[src/hdl/hbw_pkg.sv]
// package: constants, types and helpers of the host bus wait handshake port
package hbw_pkg;
  // =========================================================================
  // clock and time base
  localparam int CLK_PERIOD_NS = 20;
  localparam int SLOW_CYCLE_CLKS = 2;
  localparam int FRAME_TIME_NS = 125000;
  localparam int FRAME_CLKS = FRAME_TIME_NS / CLK_PERIOD_NS;
  localparam logic [4:0] DRAM_ACCESS_LIMIT = 5'h10;
  // =========================================================================
  // wait limits in slow cycles
  localparam logic [7:0] IMEM_WR_MIN = 8'h05;
  localparam logic [7:0] IMEM_WR_MAX = 8'h07;
  localparam logic [7:0] IMEM_RD_MIN = 8'h06;
  localparam logic [7:0] IMEM_RD_MAX = 8'h07;
  localparam logic [7:0] DRAM_WR_MIN = 8'h09;
  localparam logic [7:0] DRAM_WR_MAX = 8'h1D;
  localparam logic [7:0] DRAM_RD_MIN = 8'h09;
  localparam logic [7:0] DRAM_RD_MAX = 8'h21;
  localparam logic [7:0] THROTTLE_SLOW = 8'h61;
  // =========================================================================
  // synchronised pin vector layout
  localparam int PIN_ADDR_LSB = 0;
  localparam int PIN_DATA_LSB = 11;
  localparam int PIN_SEL = 19;
  localparam int PIN_RD = 20;
  localparam int PIN_WR = 21;
  localparam int PIN_LDS = 22;
  localparam int PIN_RW = 23;
  localparam int PIN_MODE = 24;
  localparam int PIN_W = 25;
  localparam logic [PIN_W-1:0] PIN_RESET = 25'h0F80000;
  // =========================================================================
  // address windows: bits 10:9 pick the target
  localparam logic [1:0] IMEM_WINDOW = 2'h2;
  localparam logic [1:0] DRAM_WINDOW = 2'h3;

  typedef enum logic [1:0] {
    TGT_REG = 2'h0,
    TGT_IMEM = 2'h1,
    TGT_DRAM = 2'h2
  } hbw_target_e;

  typedef enum logic [4:0] {
    ST_IDLE = 5'h01,
    ST_SELECTED = 5'h02,
    ST_WAIT = 5'h04,
    ST_HOLD = 5'h08,
    ST_FLOAT = 5'h10
  } hbw_state_e;

  // map an address onto its target
  function automatic hbw_target_e hbw_decode(input logic [10:0] addr);
    if (addr[10:9] == IMEM_WINDOW) begin
      return TGT_IMEM;
    end else if (addr[10:9] == DRAM_WINDOW) begin
      return TGT_DRAM;
    end
    return TGT_REG;
  endfunction : hbw_decode

  // slow cycles to core clocks
  function automatic logic [7:0] hbw_clks(input logic [7:0] slow);
    return 8'(slow * SLOW_CYCLE_CLKS);
  endfunction : hbw_clks

  // wait bounds {min, max} in core clocks
  function automatic logic [15:0] hbw_limits(input hbw_target_e tgt,
                                             input logic wr,
                                             input logic thr);
    logic [7:0] lo;
    logic [7:0] hi;
    lo = 8'h00;
    hi = 8'h00;
    if (tgt == TGT_IMEM) begin
      lo = wr ? IMEM_WR_MIN : IMEM_RD_MIN;
      hi = wr ? IMEM_WR_MAX : IMEM_RD_MAX;
    end else if (tgt == TGT_DRAM) begin
      lo = thr ? THROTTLE_SLOW : (wr ? DRAM_WR_MIN : DRAM_RD_MIN);
      hi = thr ? THROTTLE_SLOW : (wr ? DRAM_WR_MAX : DRAM_RD_MAX);
    end
    return {hbw_clks(lo), hbw_clks(hi)};
  endfunction : hbw_limits
endpackage : hbw_pkg

[src/hdl/hbw_timer_if.sv]
// interface: wait timer control between the port engine and its timer
interface hbw_timer_if;
  logic start;
  logic [7:0] min_clks;
  logic [7:0] max_clks;
  logic ack;
  logic done;
  logic [7:0] elapsed;
  modport ctrl (output start, output min_clks, output max_clks, output ack,
                input done, input elapsed);
  modport timer (input start, input min_clks, input max_clks, input ack,
                 output done, output elapsed);
endinterface : hbw_timer_if

[src/hdl/hbw_host_port.sv]
// module: host microprocessor port with ready / data-acknowledge waits
// Summary of operation
// - waits counted in two-clock slow cycles
// - write waits: none, 5-7, 9-29 slow
// - read waits: none, 6-7, 9-33 slow
// - excess data RAM access stretches to 97
// - motorola select is select OR lower strobe
// - motorola read: ack high slow, low register
// - ack driven from select fall, floats after
// - intel ready high on select, low waiting
// - motorola read data driven, valid at ack
// - 11-bit address, 8-bit data, floated after
// - motorola write: ack high slow, low register
// - intel slow read data valid at ready
module hbw_host_port
  import hbw_pkg::*;
#(
  parameter int FRAME_CLKS_P = FRAME_CLKS
) (
  input wire logic CLOCK_I,
  input wire logic RESET_N_I,
  input wire logic MOTO_MODE_I,
  input wire logic SEL_N_I,
  input wire logic RD_N_I,
  input wire logic WR_N_I,
  input wire logic LOWER_STROBE_N_I,
  input wire logic RW_I,
  input wire logic [10:0] ADDR_I,
  input wire logic [7:0] DATA_I,
  output logic [7:0] DATA_O,
  output logic DATA_OE_N_O,
  output logic RDY_O,
  output logic RDY_OE_N_O,
  output logic DATA_ACK_N_O,
  output logic DATA_ACK_OE_N_O,
  output logic USR_REQ_O,
  output logic USR_WRITE_O,
  output logic [1:0] USR_TARGET_O,
  output logic [10:0] USR_ADDR_O,
  output logic [7:0] USR_WDATA_O,
  input wire logic USR_ACK_I,
  input wire logic [7:0] USR_RDATA_I
);
  typedef struct packed {
    logic [PIN_W-1:0] s1;
    logic [PIN_W-1:0] s2;
    hbw_state_e state;
    hbw_target_e target;
    logic is_write;
    logic throttle;
    logic req_sent;
    logic port_en;
    logic wait_low;
    logic ack_low;
    logic data_oe;
    logic req;
    logic [10:0] addr;
    logic [7:0] wdata;
    logic [7:0] rdata;
    logic [12:0] frame_cnt;
    logic [4:0] dram_cnt;
  } hbw_main_s;

  hbw_main_s r_reg;
  hbw_main_s r_next;
  hbw_timer_if tif ();
  logic moto;
  logic sel;
  logic access;
  logic wr_now;
  hbw_target_e tgt_now;
  logic [15:0] lim;

  hbw_wait_timer u_timer (
    .clk_i(CLOCK_I),
    .rst_n_i(RESET_N_I),
    .tif(tif)
  );

  // =========================================================================
  // decode of the synchronised pins; only the second stage is read
  assign moto = r_reg.s2[PIN_MODE];
  assign sel = !r_reg.s2[PIN_SEL];
  // motorola access is the OR of select and lower strobe, low active
  assign access = moto ? !(r_reg.s2[PIN_SEL] | r_reg.s2[PIN_LDS])
                       : sel && !(r_reg.s2[PIN_RD] && r_reg.s2[PIN_WR]);
  assign wr_now = moto ? !r_reg.s2[PIN_RW] : !r_reg.s2[PIN_WR];
  assign tgt_now = hbw_decode(r_reg.s2[PIN_ADDR_LSB +: 11]);
  assign lim = hbw_limits(r_reg.target, r_reg.is_write, r_reg.throttle);
  assign tif.min_clks = lim[15:8];
  assign tif.max_clks = lim[7:0];
  assign tif.ack = USR_ACK_I && r_reg.req_sent;

  // =========================================================================
  // port engine
  always_comb begin
    r_next = r_reg;
    r_next.s1 = {MOTO_MODE_I, RW_I, LOWER_STROBE_N_I, WR_N_I, RD_N_I, SEL_N_I,
                 DATA_I, ADDR_I};
    r_next.s2 = r_reg.s1;
    r_next.req = 1'b0;
    tif.start = 1'b0;
    // frame window for data RAM pacing
    if (r_reg.frame_cnt >= 13'(FRAME_CLKS_P - 1)) begin
      r_next.frame_cnt = 13'h0000;
      r_next.dram_cnt = 5'h00;
    end else begin
      r_next.frame_cnt = 13'(r_reg.frame_cnt + 13'h0001);
    end
    unique case (r_reg.state)
      ST_IDLE: begin
        if (sel) begin
          r_next.state = ST_SELECTED;
          r_next.port_en = 1'b1;
          r_next.ack_low = 1'b0;
        end
      end
      ST_SELECTED: begin
        if (access) begin
          r_next.addr = r_reg.s2[PIN_ADDR_LSB +: 11];
          r_next.is_write = wr_now;
          r_next.target = tgt_now;
          r_next.data_oe = !wr_now;
          r_next.throttle = (tgt_now == TGT_DRAM) &&
                            (r_reg.dram_cnt >= DRAM_ACCESS_LIMIT);
          // count on top of the window clear so a wrap never loses it
          if (tgt_now == TGT_DRAM && r_next.dram_cnt != 5'h1F) begin
            r_next.dram_cnt = 5'(r_next.dram_cnt + 5'h01);
          end
          if (tgt_now == TGT_REG) begin
            // registers answer at once: no wait, ack low right away
            r_next.state = ST_HOLD;
            r_next.ack_low = 1'b1;
            if (!wr_now) begin
              r_next.req = 1'b1;
              r_next.rdata = USR_RDATA_I;
            end
          end else begin
            // slow target: ready low, ack stays high while waiting
            r_next.state = ST_WAIT;
            r_next.wait_low = 1'b1;
            r_next.req_sent = 1'b0;
            tif.start = 1'b1;
          end
        end
      end
      ST_WAIT: begin
        // write data is only trusted one slow cycle after the strobe
        if (!r_reg.req_sent && (!r_reg.is_write ||
            tif.elapsed >= 8'(SLOW_CYCLE_CLKS))) begin
          r_next.req = 1'b1;
          r_next.req_sent = 1'b1;
          r_next.wdata = r_reg.s2[PIN_DATA_LSB +: 8];
        end
        if (tif.ack && !r_reg.is_write) begin
          r_next.rdata = USR_RDATA_I;
        end
        if (tif.done) begin
          r_next.state = ST_HOLD;
          r_next.wait_low = 1'b0;
          r_next.ack_low = 1'b1;
        end
      end
      ST_HOLD: begin
        if (!access) begin
          // register write takes the data present at the strobe rise
          if (r_reg.is_write && r_reg.target == TGT_REG) begin
            r_next.req = 1'b1;
            r_next.wdata = r_reg.s2[PIN_DATA_LSB +: 8];
          end
          r_next.data_oe = 1'b0;
          r_next.state = ST_FLOAT;
        end
      end
      ST_FLOAT: begin
        // one settling clock before a new strobe is looked at
        r_next.state = ST_SELECTED;
        r_next.ack_low = 1'b0;
      end
      default: begin
        r_next.state = ST_IDLE;
      end
    endcase
    // select removal idles the port and floats its pins; a late engine answer is dropped
    if (!sel) begin
      r_next.state = ST_IDLE;
      r_next.port_en = 1'b0;
      r_next.wait_low = 1'b0;
      r_next.ack_low = 1'b0;
      r_next.data_oe = 1'b0;
    end
  end

  always_ff @(posedge CLOCK_I or negedge RESET_N_I) begin
    if (!RESET_N_I) begin
      r_reg <= '{s1: PIN_RESET, s2: PIN_RESET, state: ST_IDLE,
                 target: TGT_REG, default: '0};
    end else begin
      r_reg <= r_next;
    end
  end

  // =========================================================================
  // pin and user outputs
  assign DATA_O = r_reg.rdata;
  assign DATA_OE_N_O = !r_reg.data_oe;
  assign RDY_O = !r_reg.wait_low;
  assign RDY_OE_N_O = !(r_reg.port_en && !moto);
  assign DATA_ACK_N_O = !r_reg.ack_low;
  assign DATA_ACK_OE_N_O = !(r_reg.port_en && moto);
  assign USR_REQ_O = r_reg.req;
  assign USR_WRITE_O = r_reg.is_write;
  assign USR_TARGET_O = r_reg.target;
  assign USR_ADDR_O = r_reg.addr;
  assign USR_WDATA_O = r_reg.wdata;

  // =========================================================================
  // checks
  logic [7:0] low_run;
  always_ff @(posedge CLOCK_I or negedge RESET_N_I) begin
    if (!RESET_N_I) begin
      low_run <= 8'h00;
    end else begin
      low_run <= r_reg.wait_low ? 8'(low_run + 8'h01) : 8'h00;
    end
  end

  // last word handed back by the engine during the current wait
  logic rd_seen;
  logic [7:0] rd_hold;
  always_ff @(posedge CLOCK_I or negedge RESET_N_I) begin
    if (!RESET_N_I) begin
      rd_seen <= 1'b0;
      rd_hold <= 8'h00;
    end else if (tif.start) begin
      rd_seen <= 1'b0;
    end else if (tif.ack) begin
      rd_seen <= 1'b1;
      rd_hold <= USR_RDATA_I;
    end
  end
endmodule : hbw_host_port

[src/hdl/hbw_wait_timer.sv]
// module: counts one host wait, bounded below and above, ended by the ack
module hbw_wait_timer
  import hbw_pkg::*;
(
  input wire logic clk_i,
  input wire logic rst_n_i,
  hbw_timer_if.timer tif
);
  typedef struct packed {
    logic busy;
    logic ack_seen;
    logic [7:0] count;
  } hbw_tmr_s;

  hbw_tmr_s t_reg;
  hbw_tmr_s t_next;
  logic done;

  // =========================================================================
  // done once the floor is passed and the engine answered, or at the ceiling;
  // an early end only on an even count so every wait is whole slow cycles
  assign done = t_reg.busy && ((t_reg.count >= tif.min_clks &&
                !t_reg.count[0] && (t_reg.ack_seen || tif.ack)) ||
                t_reg.count >= tif.max_clks);
  assign tif.done = done;
  assign tif.elapsed = t_reg.count;

  // count starts at one so the wait lasts exactly count clocks
  always_comb begin
    t_next = t_reg;
    if (tif.start) begin
      t_next.busy = 1'b1;
      t_next.ack_seen = 1'b0;
      t_next.count = 8'h01;
    end else if (t_reg.busy) begin
      t_next.ack_seen = t_reg.ack_seen | tif.ack;
      if (done) begin
        t_next.busy = 1'b0;
      end else begin
        t_next.count = 8'(t_reg.count + 8'h01);
      end
    end
  end

  always_ff @(posedge clk_i or negedge rst_n_i) begin
    if (!rst_n_i) begin
      t_reg <= '0;
    end else begin
      t_reg <= t_next;
    end
  end
endmodule : hbw_wait_timer

[config.mk]
export PLATFORM = sky130hd
export DESIGN_NAME = hbw_host_port
export DESIGN_NICKNAME = d
export VERILOG_FILES = /design/src/hdl/hbw_pkg.sv /design/src/hdl/hbw_timer_if.sv /design/src/hdl/hbw_host_port.sv /design/src/hdl/hbw_wait_timer.sv
export SDC_FILE = /design/constraint.sdc
export NUM_CORES = 1
export LEC_CHECK = 0
export ABC_AREA = 1
export BUFFER_PORTS_ARGS = -buffer_cell sky130_fd_sc_hd__buf_4
export CAP_MARGIN = 20
export CORE_MARGIN = 5
export CORE_UTILIZATION = 23
export DETAILED_ROUTE_END_ITERATION = 16
export REMOVE_ABC_BUFFERS = 1
export SLEW_MARGIN = 5
export SYNTH_ARGS = -nofsm -noshare
export SYNTH_HDL_FRONTEND = slang
export SYNTH_SLANG_ARGS = --single-unit
[constraint.sdc]
create_clock -name CLOCK_I -period 2.5 [get_ports CLOCK_I]
set_input_delay 0.375 -clock CLOCK_I [delete_from_list [all_inputs] [get_ports CLOCK_I]]
set_output_delay 0.375 -clock CLOCK_I [all_outputs]
set_load 0.03 [all_outputs]
# [Word-level counts from Yosys, hierarchy flattened]
# Index checks and enable logic that the tools add are counted.
[word_totals] memories=0 rom_bits=0 word_cells=165 ramBits=0 register_bits=120 latchBits=0 in_bits=36 out_inout_bits=36
[classes] n_addsub=3 div=0 bitwise_logic=2 magnitude_cmp=5 muxes=60 multipliers=0 n_reduce_logical=50 shifts=0 n_eq_ne=25
[op_table] operator="$mux W8" count=8
[op_table] operator="$mux W7" count=6
[op_table] operator="$mux W5" count=7
[op_table] operator="$pmux W8 S2" count=2
[op_table] operator="$mux W10" count=3
[op_table] operator="$pmux W5 S4" count=1
[op_table] operator="$ne A2 B2 Y1 const B" count=9
[op_table] operator="$mux W1" count=17
[op_table] operator="$ge A8 B8 Y1" count=2
[op_table] operator="$reduce_and A4 Y1" count=4
[op_table] operator="$logic_not A1 Y1" count=15
[op_table] operator="$mux W15" count=1
[op_table] operator="$ne A3 B3 Y1 const B" count=5
[op_table] operator="$add A13 B1 Y13 const B" count=1
[op_table] operator="$ge A13 B13 Y1 const B" count=1
[op_table] operator="$logic_and A1 B1 Y1" count=13
[op_table] operator="$mux W13" count=1
[op_table] operator="$mux W2" count=6
[op_table] operator="$add A8 B1 Y8 const B" count=1
[op_table] operator="$eq A2 B2 Y1 const B" count=4
[op_table] operator="$ge A8 B2 Y1 const B" count=1
[op_table] operator="$mux W4" count=2
[op_table] operator="$reduce_bool A2 Y1" count=4
[op_table] operator="$mux W6" count=1
[op_table] operator="other kinds (20)" count=30

# [Longest topological paths before layout]
# Gate-level depths: netlist (run 1).
[depth] depth_word=11 mapped_depth=21 ltp_nobuf=20

# [Cells and area by module]
# From an unflattened synthesis (run 1), not the netlist that was laid out.
[hier_totals] hier_cells=606 hier_area_um2=5619.1
[by_module_without_submodules] mod="hbw_host_port" n_inst=1 area_each_um2=4551.9 cells_each=456 seq_area_each_um2=2766.4
[by_module_without_submodules] mod="hbw_wait_timer" n_inst=1 area_each_um2=1067.3 cells_each=150 seq_area_each_um2=250.2

# [Worst setup path before layout (run 1)]
# OpenSTA, ideal clock, no wires.
[synth_timing] path_kind="register to register" start="register r_reg, in the netlist USR_WRITE_O" end="register u_timer.t_reg, in the netlist u_timer.tif.elapsed[7]" period_less_slack_ns=2.326 t_arrival_ns=2.244 t_required_ns=2.417 path_slack_ns=0.174 path_buffers=0 stages_incl_launch_ff=16 setup_ns=0.083 cell_sequence="dfrtp_1 -> inv_1 -> nor2_1 -> inv_1 -> o21ai_0 -> inv_1 -> ha_1 -> a21oi_1 -> nand2_1 -> nand2_1 -> nand2_1 -> nor2_1 -> nand3_1 -> inv_1 -> nand2_1 -> o21ai_0"
[synth_via] elab_chain_cells=9 elab_cells_between_ends=14 cone_classes="order compare (2); eq/ne (1); mux (6); reduce/logical (5)"
[synth_rtl] item="start: declaration" line_no="hbw_host_port.sv:64" rtl="hbw_main_s r_reg;"
[synth_rtl] item="start signal: assignment" line_no="hbw_host_port.sv:196" rtl="r_reg <= '{s1: PIN_RESET, s2: PIN_RESET, state: ST_IDLE,"
[synth_rtl] item="start signal: assignment" line_no="hbw_host_port.sv:199" rtl="r_reg <= r_next;"
[synth_rtl] item="$mux W6 or $mux W2 (tied branches)" line_no="hbw_pkg.sv:80, hbw_pkg.sv:76"
[synth_rtl] item="$mux W7 (on tied branches)" line_no="hbw_pkg.sv:80, hbw_pkg.sv:75"
[synth_rtl] item="$mux W7 or $ge A8 B8 Y1 (tied branches)" line_no="hbw_pkg.sv:78, hbw_wait_timer.sv:22"
[synth_rtl] item="$mux W7 or $logic_and A1 B1 Y1 (tied branches)" line_no="hbw_pkg.sv:75, hbw_wait_timer.sv:22"
[synth_rtl] item="$ge A8 B8 Y1 or $logic_and A1 B1 Y1 (tied branches)" line_no="hbw_wait_timer.sv:24, hbw_wait_timer.sv:23"
[synth_rtl] item="$logic_or A1 B1 Y1 *" line_no="hbw_wait_timer.sv:23" rtl="!t_reg.count[0] && (t_reg.ack_seen || tif.ack)) ||"
[synth_rtl] item="$logic_and A1 B1 Y1 *" line_no="hbw_wait_timer.sv:22" rtl="assign done = t_reg.busy && ((t_reg.count >= tif.min_clks &&"
[synth_rtl] item="$ne A2 B2 Y1 (no source line) *"
[synth_rtl] item="$reduce_and A2 Y1 (no source line) *"
[synth_rtl] item="end signal: assignment" line_no="hbw_wait_timer.sv:49" rtl="t_reg <= t_next;"
[synth_rtl] item="end: declaration" line_no="hbw_wait_timer.sv:15" rtl="hbw_tmr_s t_reg;"
# Every way passes the cells marked *; elsewhere a longest branch is shown, timed or not.
# A chain may end at the register's enable or synchronous reset.

# [Worst setup path in the final report (run 1)]
[layout_timing] start="register r_reg, in the netlist USR_TARGET_O[0]" end="register u_timer.t_reg, in the netlist u_timer.tif.elapsed[2]"
[layout_via] elab_chain_cells=10 elab_cells_between_ends=14 cone_classes="order compare (2); eq/ne (3); mux (4); reduce/logical (5)"
[layout_rtl] item="$eq A2 B2 Y1" line_no="hbw_pkg.sv:78" rtl="end else if (tgt == TGT_DRAM) begin"
[layout_rtl] item="$mux W7" line_no="hbw_pkg.sv:78"
[layout_rtl] item="$mux W7" line_no="hbw_pkg.sv:75" rtl="if (tgt == TGT_IMEM) begin"
[layout_rtl] item="$ge A8 B8 Y1" line_no="hbw_wait_timer.sv:22"
[layout_rtl] item="$logic_and A1 B1 Y1" line_no="hbw_wait_timer.sv:22"
[layout_rtl] item="$logic_and A1 B1 Y1" line_no="hbw_wait_timer.sv:23"
[layout_rtl] item="$logic_or A1 B1 Y1 *" line_no="hbw_wait_timer.sv:23"
[layout_rtl] item="$logic_and A1 B1 Y1 *" line_no="hbw_wait_timer.sv:22"
[layout_rtl] item="$ne A2 B2 Y1 (no source line) *"
[layout_rtl] item="$reduce_and A2 Y1 (no source line) *"
# Marks and branches as above.

==> results of run 1 <==
[layout make-up]
cell class	count	area (um2)
tap	285	356.6
sequential	120	3017
clock inverter	13	145.1
inverter	66	252.7
multi-input combinational	332	1818
fill	2308	15920
clock buffer	19	452.9
timing repair buffer	87	680.7
[logic make-up (layout without fill, tap and decap cells)]
group / count (synthesis) / count (layout) / share of synthesized area (%)
AND/OR/NAND/NOR: 253 / 253 / 21.54
flip-flops: 120 / 120 / 56.96
buffers and inverters: 100 / 185 / 9.426
AO/OA/AOI/OAI: 53 / 53 / 6.284
adder cells (fa/ha/maj): 21 / 21 / 4.961
XOR/XNOR: 5 / 5 / 0.8268
[layer usage]
metal	vias to the layer above	routed length, um
met5	-	0
met4	0	215
met3	15	450
met2	83	5457
met1	1761	4965
li1	1872	-
[Yosys cell counts (3+ instances only)]
cell,number
sky130_fd_sc_hd__nand2_1,146
sky130_fd_sc_hd__dfrtp_1,109
sky130_fd_sc_hd__inv_1,62
sky130_fd_sc_hd__nor2_1,48
sky130_fd_sc_hd__buf_4,29
sky130_fd_sc_hd__nand3_1,28
sky130_fd_sc_hd__ha_1,21
sky130_fd_sc_hd__o21ai_0,17
sky130_fd_sc_hd__a21oi_1,15
sky130_fd_sc_hd__dfstp_2,11
sky130_fd_sc_hd__o21ai_2,8
sky130_fd_sc_hd__nand4_1,6
sky130_fd_sc_hd__nor3_1,5
sky130_fd_sc_hd__o22ai_1,4
sky130_fd_sc_hd__xor2_1,4
sky130_fd_sc_hd__nand2_4,3
sky130_fd_sc_hd__nand3b_1,3
sky130_fd_sc_hd__nor4_1,3
[power by group through the flow]
stage,clock network (mW),logic [mW],registers (mW)
after floorplan,0,0.728,2.78
after CTS,2.50,1.71,2.45
after global placement,0,1.68,2.47
after global routing,2.60,1.92,2.48
after detailed placement,0,1.70,2.48
final,2.43,1.71,2.44
[critical path: cells and delay by family (launching register included)]
kind | cells | cell delay, ns
adder cells (fa/ha/maj) | 2 | 0.50
AND/OR/NAND/NOR | 8 | 0.74
buffers and inverters | 3 | 0.32
AO/OA/AOI/OAI | 2 | 0.21
flip-flops | 1 | 0.40
[final timing paths]
kind                       cells after the start             from                endpoint  slack [ns]
setup / recovery                              15  USR_TARGET_O[0]  u_timer.tif.elapsed[2]        0.21
hold / removal                                 1        ADDR_I[5]              r_next[65]        0.07
setup reg to reg                              15  USR_TARGET_O[0]  u_timer.tif.elapsed[2]        0.21
hold reg to reg                                0       r_next[70]               r_reg[70]        0.35
max in group asynchronous                      3        RESET_N_I              r_next[81]        1.27
min in group asynchronous                      2        RESET_N_I               DATA_O[1]        0.52
[repair_timing]
| action | CTS | global route |
|---|---|---|
| hold endpoints to repair | 8 | 0 |
| hold buffers | 1 | 0 |
| endpoints found under the setup margin | 3 | 18 |
| pin swaps | 0 | 1 |
| buffers inserted | 0 | 5 |
| resized for setup | 2 | 12 |
[through the flow]
step                cells  hold WS (ns)
global route          922       0.04062
floorplan             518       0.07941
detailed placement    884        0.3347
finish                922       0.07395
global placement      884        0.3315
CTS                   917       0.05326
==> metrics.yaml, run 1 <==
status: "finished clean"
cellLeakagePower_nw: 3.369
worst_skew_pair.late_latency_ns: 0.41
yosys_most_used_dff: "sky130_fd_sc_hd__dfrtp_1"
clk_root_buffer_cell: "sky130_fd_sc_hd__clkbuf_16"
final_nets: 681
maximum_number_of_pins_on_one_net_before_global_route_repair: 45
layout_commonest_cell: "sky130_fd_sc_hd__nand2_1"
asyncSetResetFlopFracSynth_pct: 100.0
ys_ff_latch: 120
holdCritPathClass: "in -> reg"
largest_register_ff_count: 53
finClkSkew_ns: 0.008671
clk_pin_slew_ns: 0.06
maxClockFrequency_mhz: 436.4
antenna_cells_inserted: 0
p_sw_share_pct: 32.89
die_w_um: 161.8
finalPower_mw: 6.586
vdd.ir_drop.worst_uv: 436.0
die_footprint_um2: 26160
place_worst_setup_slack_ns: -0.007099
routability_congestion_estimate_from_global_placement: 0.8698
gr-usage-met2_pct: 14.94
initial_utilization_pct: 23.39
place_hpwl_um: 8044
synth_sequential_area_ratio_pct: 56.96
wl_per_cell_um: 12.03
crit_path_end_kind: "flop"
grt_setup_unrepaired: "false"
cp_max_fo: 3
top_level_ports: 72
drv_cap: 0
synth_top_cells_by_area: "sky130_fd_sc_hd__dfrtp_1 (52%), sky130_fd_sc_hd__nand2_1 (10%), sky130_fd_sc_hd__dfstp_2 (5.5%)"
critical-path-top-cell-by-count: "sky130_fd_sc_hd__nand2_1"
die-height_um: 161.8
remaining_design_rule_violation_count: 0
hold_viol: 0
port_buffers: 71
detailedRoute.firstIterationViolations: 215
worst_path_largest_cell_delay_ns: 0.40
core_region_area_um2: 22640
drt_pre_antenna_iters: 5
finalCriticalPeriod_ns: 2.292
placement_rows: 55
drive_gt1_share_pct: 26.37
fin_crit_sh_pct: 91.67
mostFrequentLayoutCells: "sky130_fd_sc_hd__nand2_1 (143), sky130_fd_sc_hd__dfrtp_1 (109), sky130_fd_sc_hd__buf_4 (84)"
pwr_cell_area_nw_per_um2: 979.7
tritoncts: "yes"
crit_slowest_cell: "sky130_fd_sc_hd__dfrtp_1"
global_route.peak_usage_layer: "met2"
finalCoreUtilization_pct: 29.69
synthCells: 552
timing.critical_path.arrival_ns: 2.58
total_switching_power_mw: 2.166
timing.critical_path.required_ns: 2.79
numCtsBuffers: 17
clock_power_share_pct: 37.0
total_wire_length_um: 11090
met1_usage_pct: 10.98
finalSetupViolCount: 0
flow.area_growth_from_synthesis_pct: 26.93
type_of_element_launching_the_critical_path: "flop"
route.detailed.vias_per_inst: 4.047
setup-tns-final_ns: 0
htree_num_levels: 4
slew_violations: 0
synth_edf_count: 0
yosysWarnings: 0
setup_slack_ns: 0.2084
relSlewSlack_pct: 38.93
worst_slew_pin_slew_ns: 0.9160
grt_antenna_before_repair: 0
post_synth_instance_area_um2: 5296
avgSynthCellArea_um2: 9.595
ant_nets: 0
synthDistinctLibCells: 39
dpl_cell_area_um2: 6040
gr-usage-all-layers_pct: 9.038
setup.worst_path.class: "reg -> reg"
globalRouteOverflowTotal: 0
comb_power_share_pct: 25.9
post-route-cell-area_um2: 6723
via_count: 3731
yosysTopAreaCell: "sky130_fd_sc_hd__dfrtp_1"
internal_power_mw: 4.420
share_seq_of_total_power_pct: 37.1
grt_pass1_wl_um: 18790
first_global_vias: 3741
clock_tree.buffer_depth: 2
timing.critical_path.cells: "inv_2 > ha_1 > inv_1 > nor2_2 > nand2_1 > ha_1 > nand2_1 > a21oi_1 > nor2_1 > nand2_1 > nor2_2 > nand3_2 > buf_4 > a22oi_1 > nor2_1"
synth_largest_type_area_fraction_pct: 51.50
clkSinkCount: 120
globalRouteMet3Util_pct: 2.664
Power figures use the tool's default switching activity.
==> inputs of run 2 (changes only) <==
RECOVER_POWER = 100   (was unset)
==> run 2 against run 1 <==
  * Sequential power about the same
  * Register-to-register slack about the same
  * Final area decreased by 3.5%
  * Sequential cell count unchanged
  * Fmax about the same
  * Sequential share of layout area increased by 1.6 points
  * Non-clock buffer count unchanged
  * Via count decreased by 0.59%
  * Worst hold slack got worse by 0.0043 ns
  * Core utilization decreased by 1.0 points
  * Clock skew about the same
  * Die area unchanged
  * Critical path type unchanged
  * Largest power group unchanged
==> metrics.yaml, run 2 (same netlist as run 1, synthesis figures left out) <==
worst_skew_pair.late_latency_ns: 0.41  # about the same
drive_gt1_share_pct: 18.21  # -8.2 points
clock_tree.buffer_depth: 2  # unchanged
largest_register_ff_count: 53  # unchanged
detailedRoute.firstIterationViolations: 185  # -14%
finalSetupViolCount: 0  # unchanged
dpl_cell_area_um2: 6040  # unchanged
maximum_number_of_pins_on_one_net_before_global_route_repair: 45  # unchanged
placement_rows: 55  # unchanged
remaining_design_rule_violation_count: 0  # unchanged
cellLeakagePower_nw: 3.171  # -5.9%
mostFrequentLayoutCells: "sky130_fd_sc_hd__nand2_1 (143), sky130_fd_sc_hd__dfrtp_1 (109), sky130_fd_sc_hd__inv_1 (61)"
holdCritPathClass: "in -> reg"
worst_path_largest_cell_delay_ns: 0.40  # about the same
cp_max_fo: 3  # unchanged
globalRouteOverflowTotal: 0  # unchanged
crit_path_end_kind: "flop"
setup_slack_ns: 0.2075  # -0.0008510 ns
antenna_cells_inserted: 0  # unchanged
place_worst_setup_slack_ns: -0.007099  # unchanged
grt_antenna_before_repair: 0  # unchanged
tritoncts: "yes"
timing.critical_path.arrival_ns: 2.58  # about the same
finalPower_mw: 6.365  # -3.4%
finalCriticalPeriod_ns: 2.292  # +0.0008510 ns
grt_setup_unrepaired: "false"
timing.critical_path.required_ns: 2.79  # about the same
vdd.ir_drop.worst_uv: 434.6  # -0.33%
flow.area_growth_from_synthesis_pct: 22.47
port_buffers: 71  # unchanged
drt_pre_antenna_iters: 4  # -1
drv_cap: 0  # unchanged
finClkSkew_ns: 0.008524  # -0.0001468 ns
crit_slowest_cell: "sky130_fd_sc_hd__dfrtp_1"
gr-usage-all-layers_pct: 9.038  # unchanged
clkSinkCount: 120  # unchanged
setup-tns-final_ns: 0  # unchanged
total_wire_length_um: 11060  # -0.26%
core_region_area_um2: 22640  # unchanged
critical-path-top-cell-by-count: "sky130_fd_sc_hd__nand2_1"
pwr_cell_area_nw_per_um2: 981.2  # +0.16%
die_w_um: 161.8  # unchanged
fin_crit_sh_pct: 91.70  # about the same
place_hpwl_um: 8044  # unchanged
slew_violations: 0  # unchanged
die-height_um: 161.8  # unchanged
die_footprint_um2: 26160  # unchanged
cpLargestDelayFamily: "simple AND/OR/NAND/NOR gates"
finalCoreUtilization_pct: 28.65  # -1.0 points
critical_path_depth: 15  # unchanged
top_level_ports: 72  # unchanged
layout_commonest_cell: "sky130_fd_sc_hd__nand2_1"
timing.hold.worst_path_depth: 1  # unchanged
status: "finished clean"
worst_slew_pin_slew_ns: 1.114  # +0.1982 ns
final_nets: 681  # unchanged
setup.worst_path.class: "reg -> reg"
routability_congestion_estimate_from_global_placement: 0.8698  # unchanged
ant_nets: 0  # unchanged
timing.critical_path.cells: "inv_2 > ha_1 > inv_1 > nor2_2 > nand2_1 > ha_1 > nand2_1 > a21oi_1 > nor2_1 > nand2_1 > nor2_2 > nand3_2 > buf_4 > a22oi_1 > nor2_1"
post-route-cell-area_um2: 6486  # -3.5%
numCtsBuffers: 17  # unchanged
wl_per_cell_um: 12.00  # -0.26%
maxClockFrequency_mhz: 436.2  # about the same
initial_utilization_pct: 23.39  # unchanged
hold_viol: 0  # unchanged
clk_pin_slew_ns: 0.06  # about the same
reg2reg_depth: 15  # unchanged
via_count: 3709  # -0.59%
worst-path-buf-inv: 3  # unchanged
htree_num_levels: 4  # unchanged
grt_pass1_wl_um: 18790  # unchanged
relSlewSlack_pct: 25.72  # -13 points
type_of_element_launching_the_critical_path: "flop"
clk_root_buffer_cell: "sky130_fd_sc_hd__clkbuf_16"
route.detailed.vias_per_inst: 4.023  # -0.59%
first_global_vias: 3741  # unchanged
-- run 2: cell count changes in the layout (fill, tap and decap cells not counted), sizes merged --
cell	delta
buf	-68
clkbuf	+68
-- run 2: where the power goes --
part,internal (mW),switching [mW]
Clock,1.53,0.901
Combinational,0.473,1.03
Sequential,2.24,0.200
Total,4.24,2.13
-- run 2: layout make-up --
cell class	instances	area, um2
Inverter	66	252.7
Sequential cell	120	3017
Multi-Input combinational cell	332	1755
Timing Repair Buffer	87	506.7
Tap cell	285	356.6
Fill cell	2370	16150
Clock inverter	13	145.1
Clock buffer	19	452.9
-- run 2: final timing paths --
kind | startpoint | to | slack, ns
setup reg to reg | USR_TARGET_O[0] | u_timer.tif.elapsed[2] | 0.21
hold / removal | SEL_N_I | r_next[79] | 0.07
min in group asynchronous | RESET_N_I | DATA_O[1] | 0.71
hold reg to reg | r_next[75] | r_reg[75] | 0.34
max in group asynchronous | RESET_N_I | r_next[81] | 0.53
setup / recovery | USR_TARGET_O[0] | u_timer.tif.elapsed[2] | 0.21
-- run 2: through the flow --
step           hold slack (ns)  cells
2_1_floorplan          0.07941    518
3_3_place_gp            0.3315    884
3_5_place_dp            0.3347    884
4_1_cts                0.05326    917
5_1_grt                0.04712    922
6_report               0.06962    922
-- run 2: timing repair --
action / in CTS / in global routing
gates resized for setup: 2 / 12
endpoints found under the hold margin: 8 / 0
buffers inserted: 0 / 5
pin swaps: 0 / 1
hold buffers: 1 / 0
gates cloned: 0 / 0
setup endpoints to repair: 3 / 18
-- run 2: metal layers --
metal	GRT usage, %	up-vias	wire [um]
met4	3.960	0	227
met5	0	-	0
met2	14.94	92	5460
met1	10.98	1733	4833
met3	2.664	15	540
li1	-	1869	-
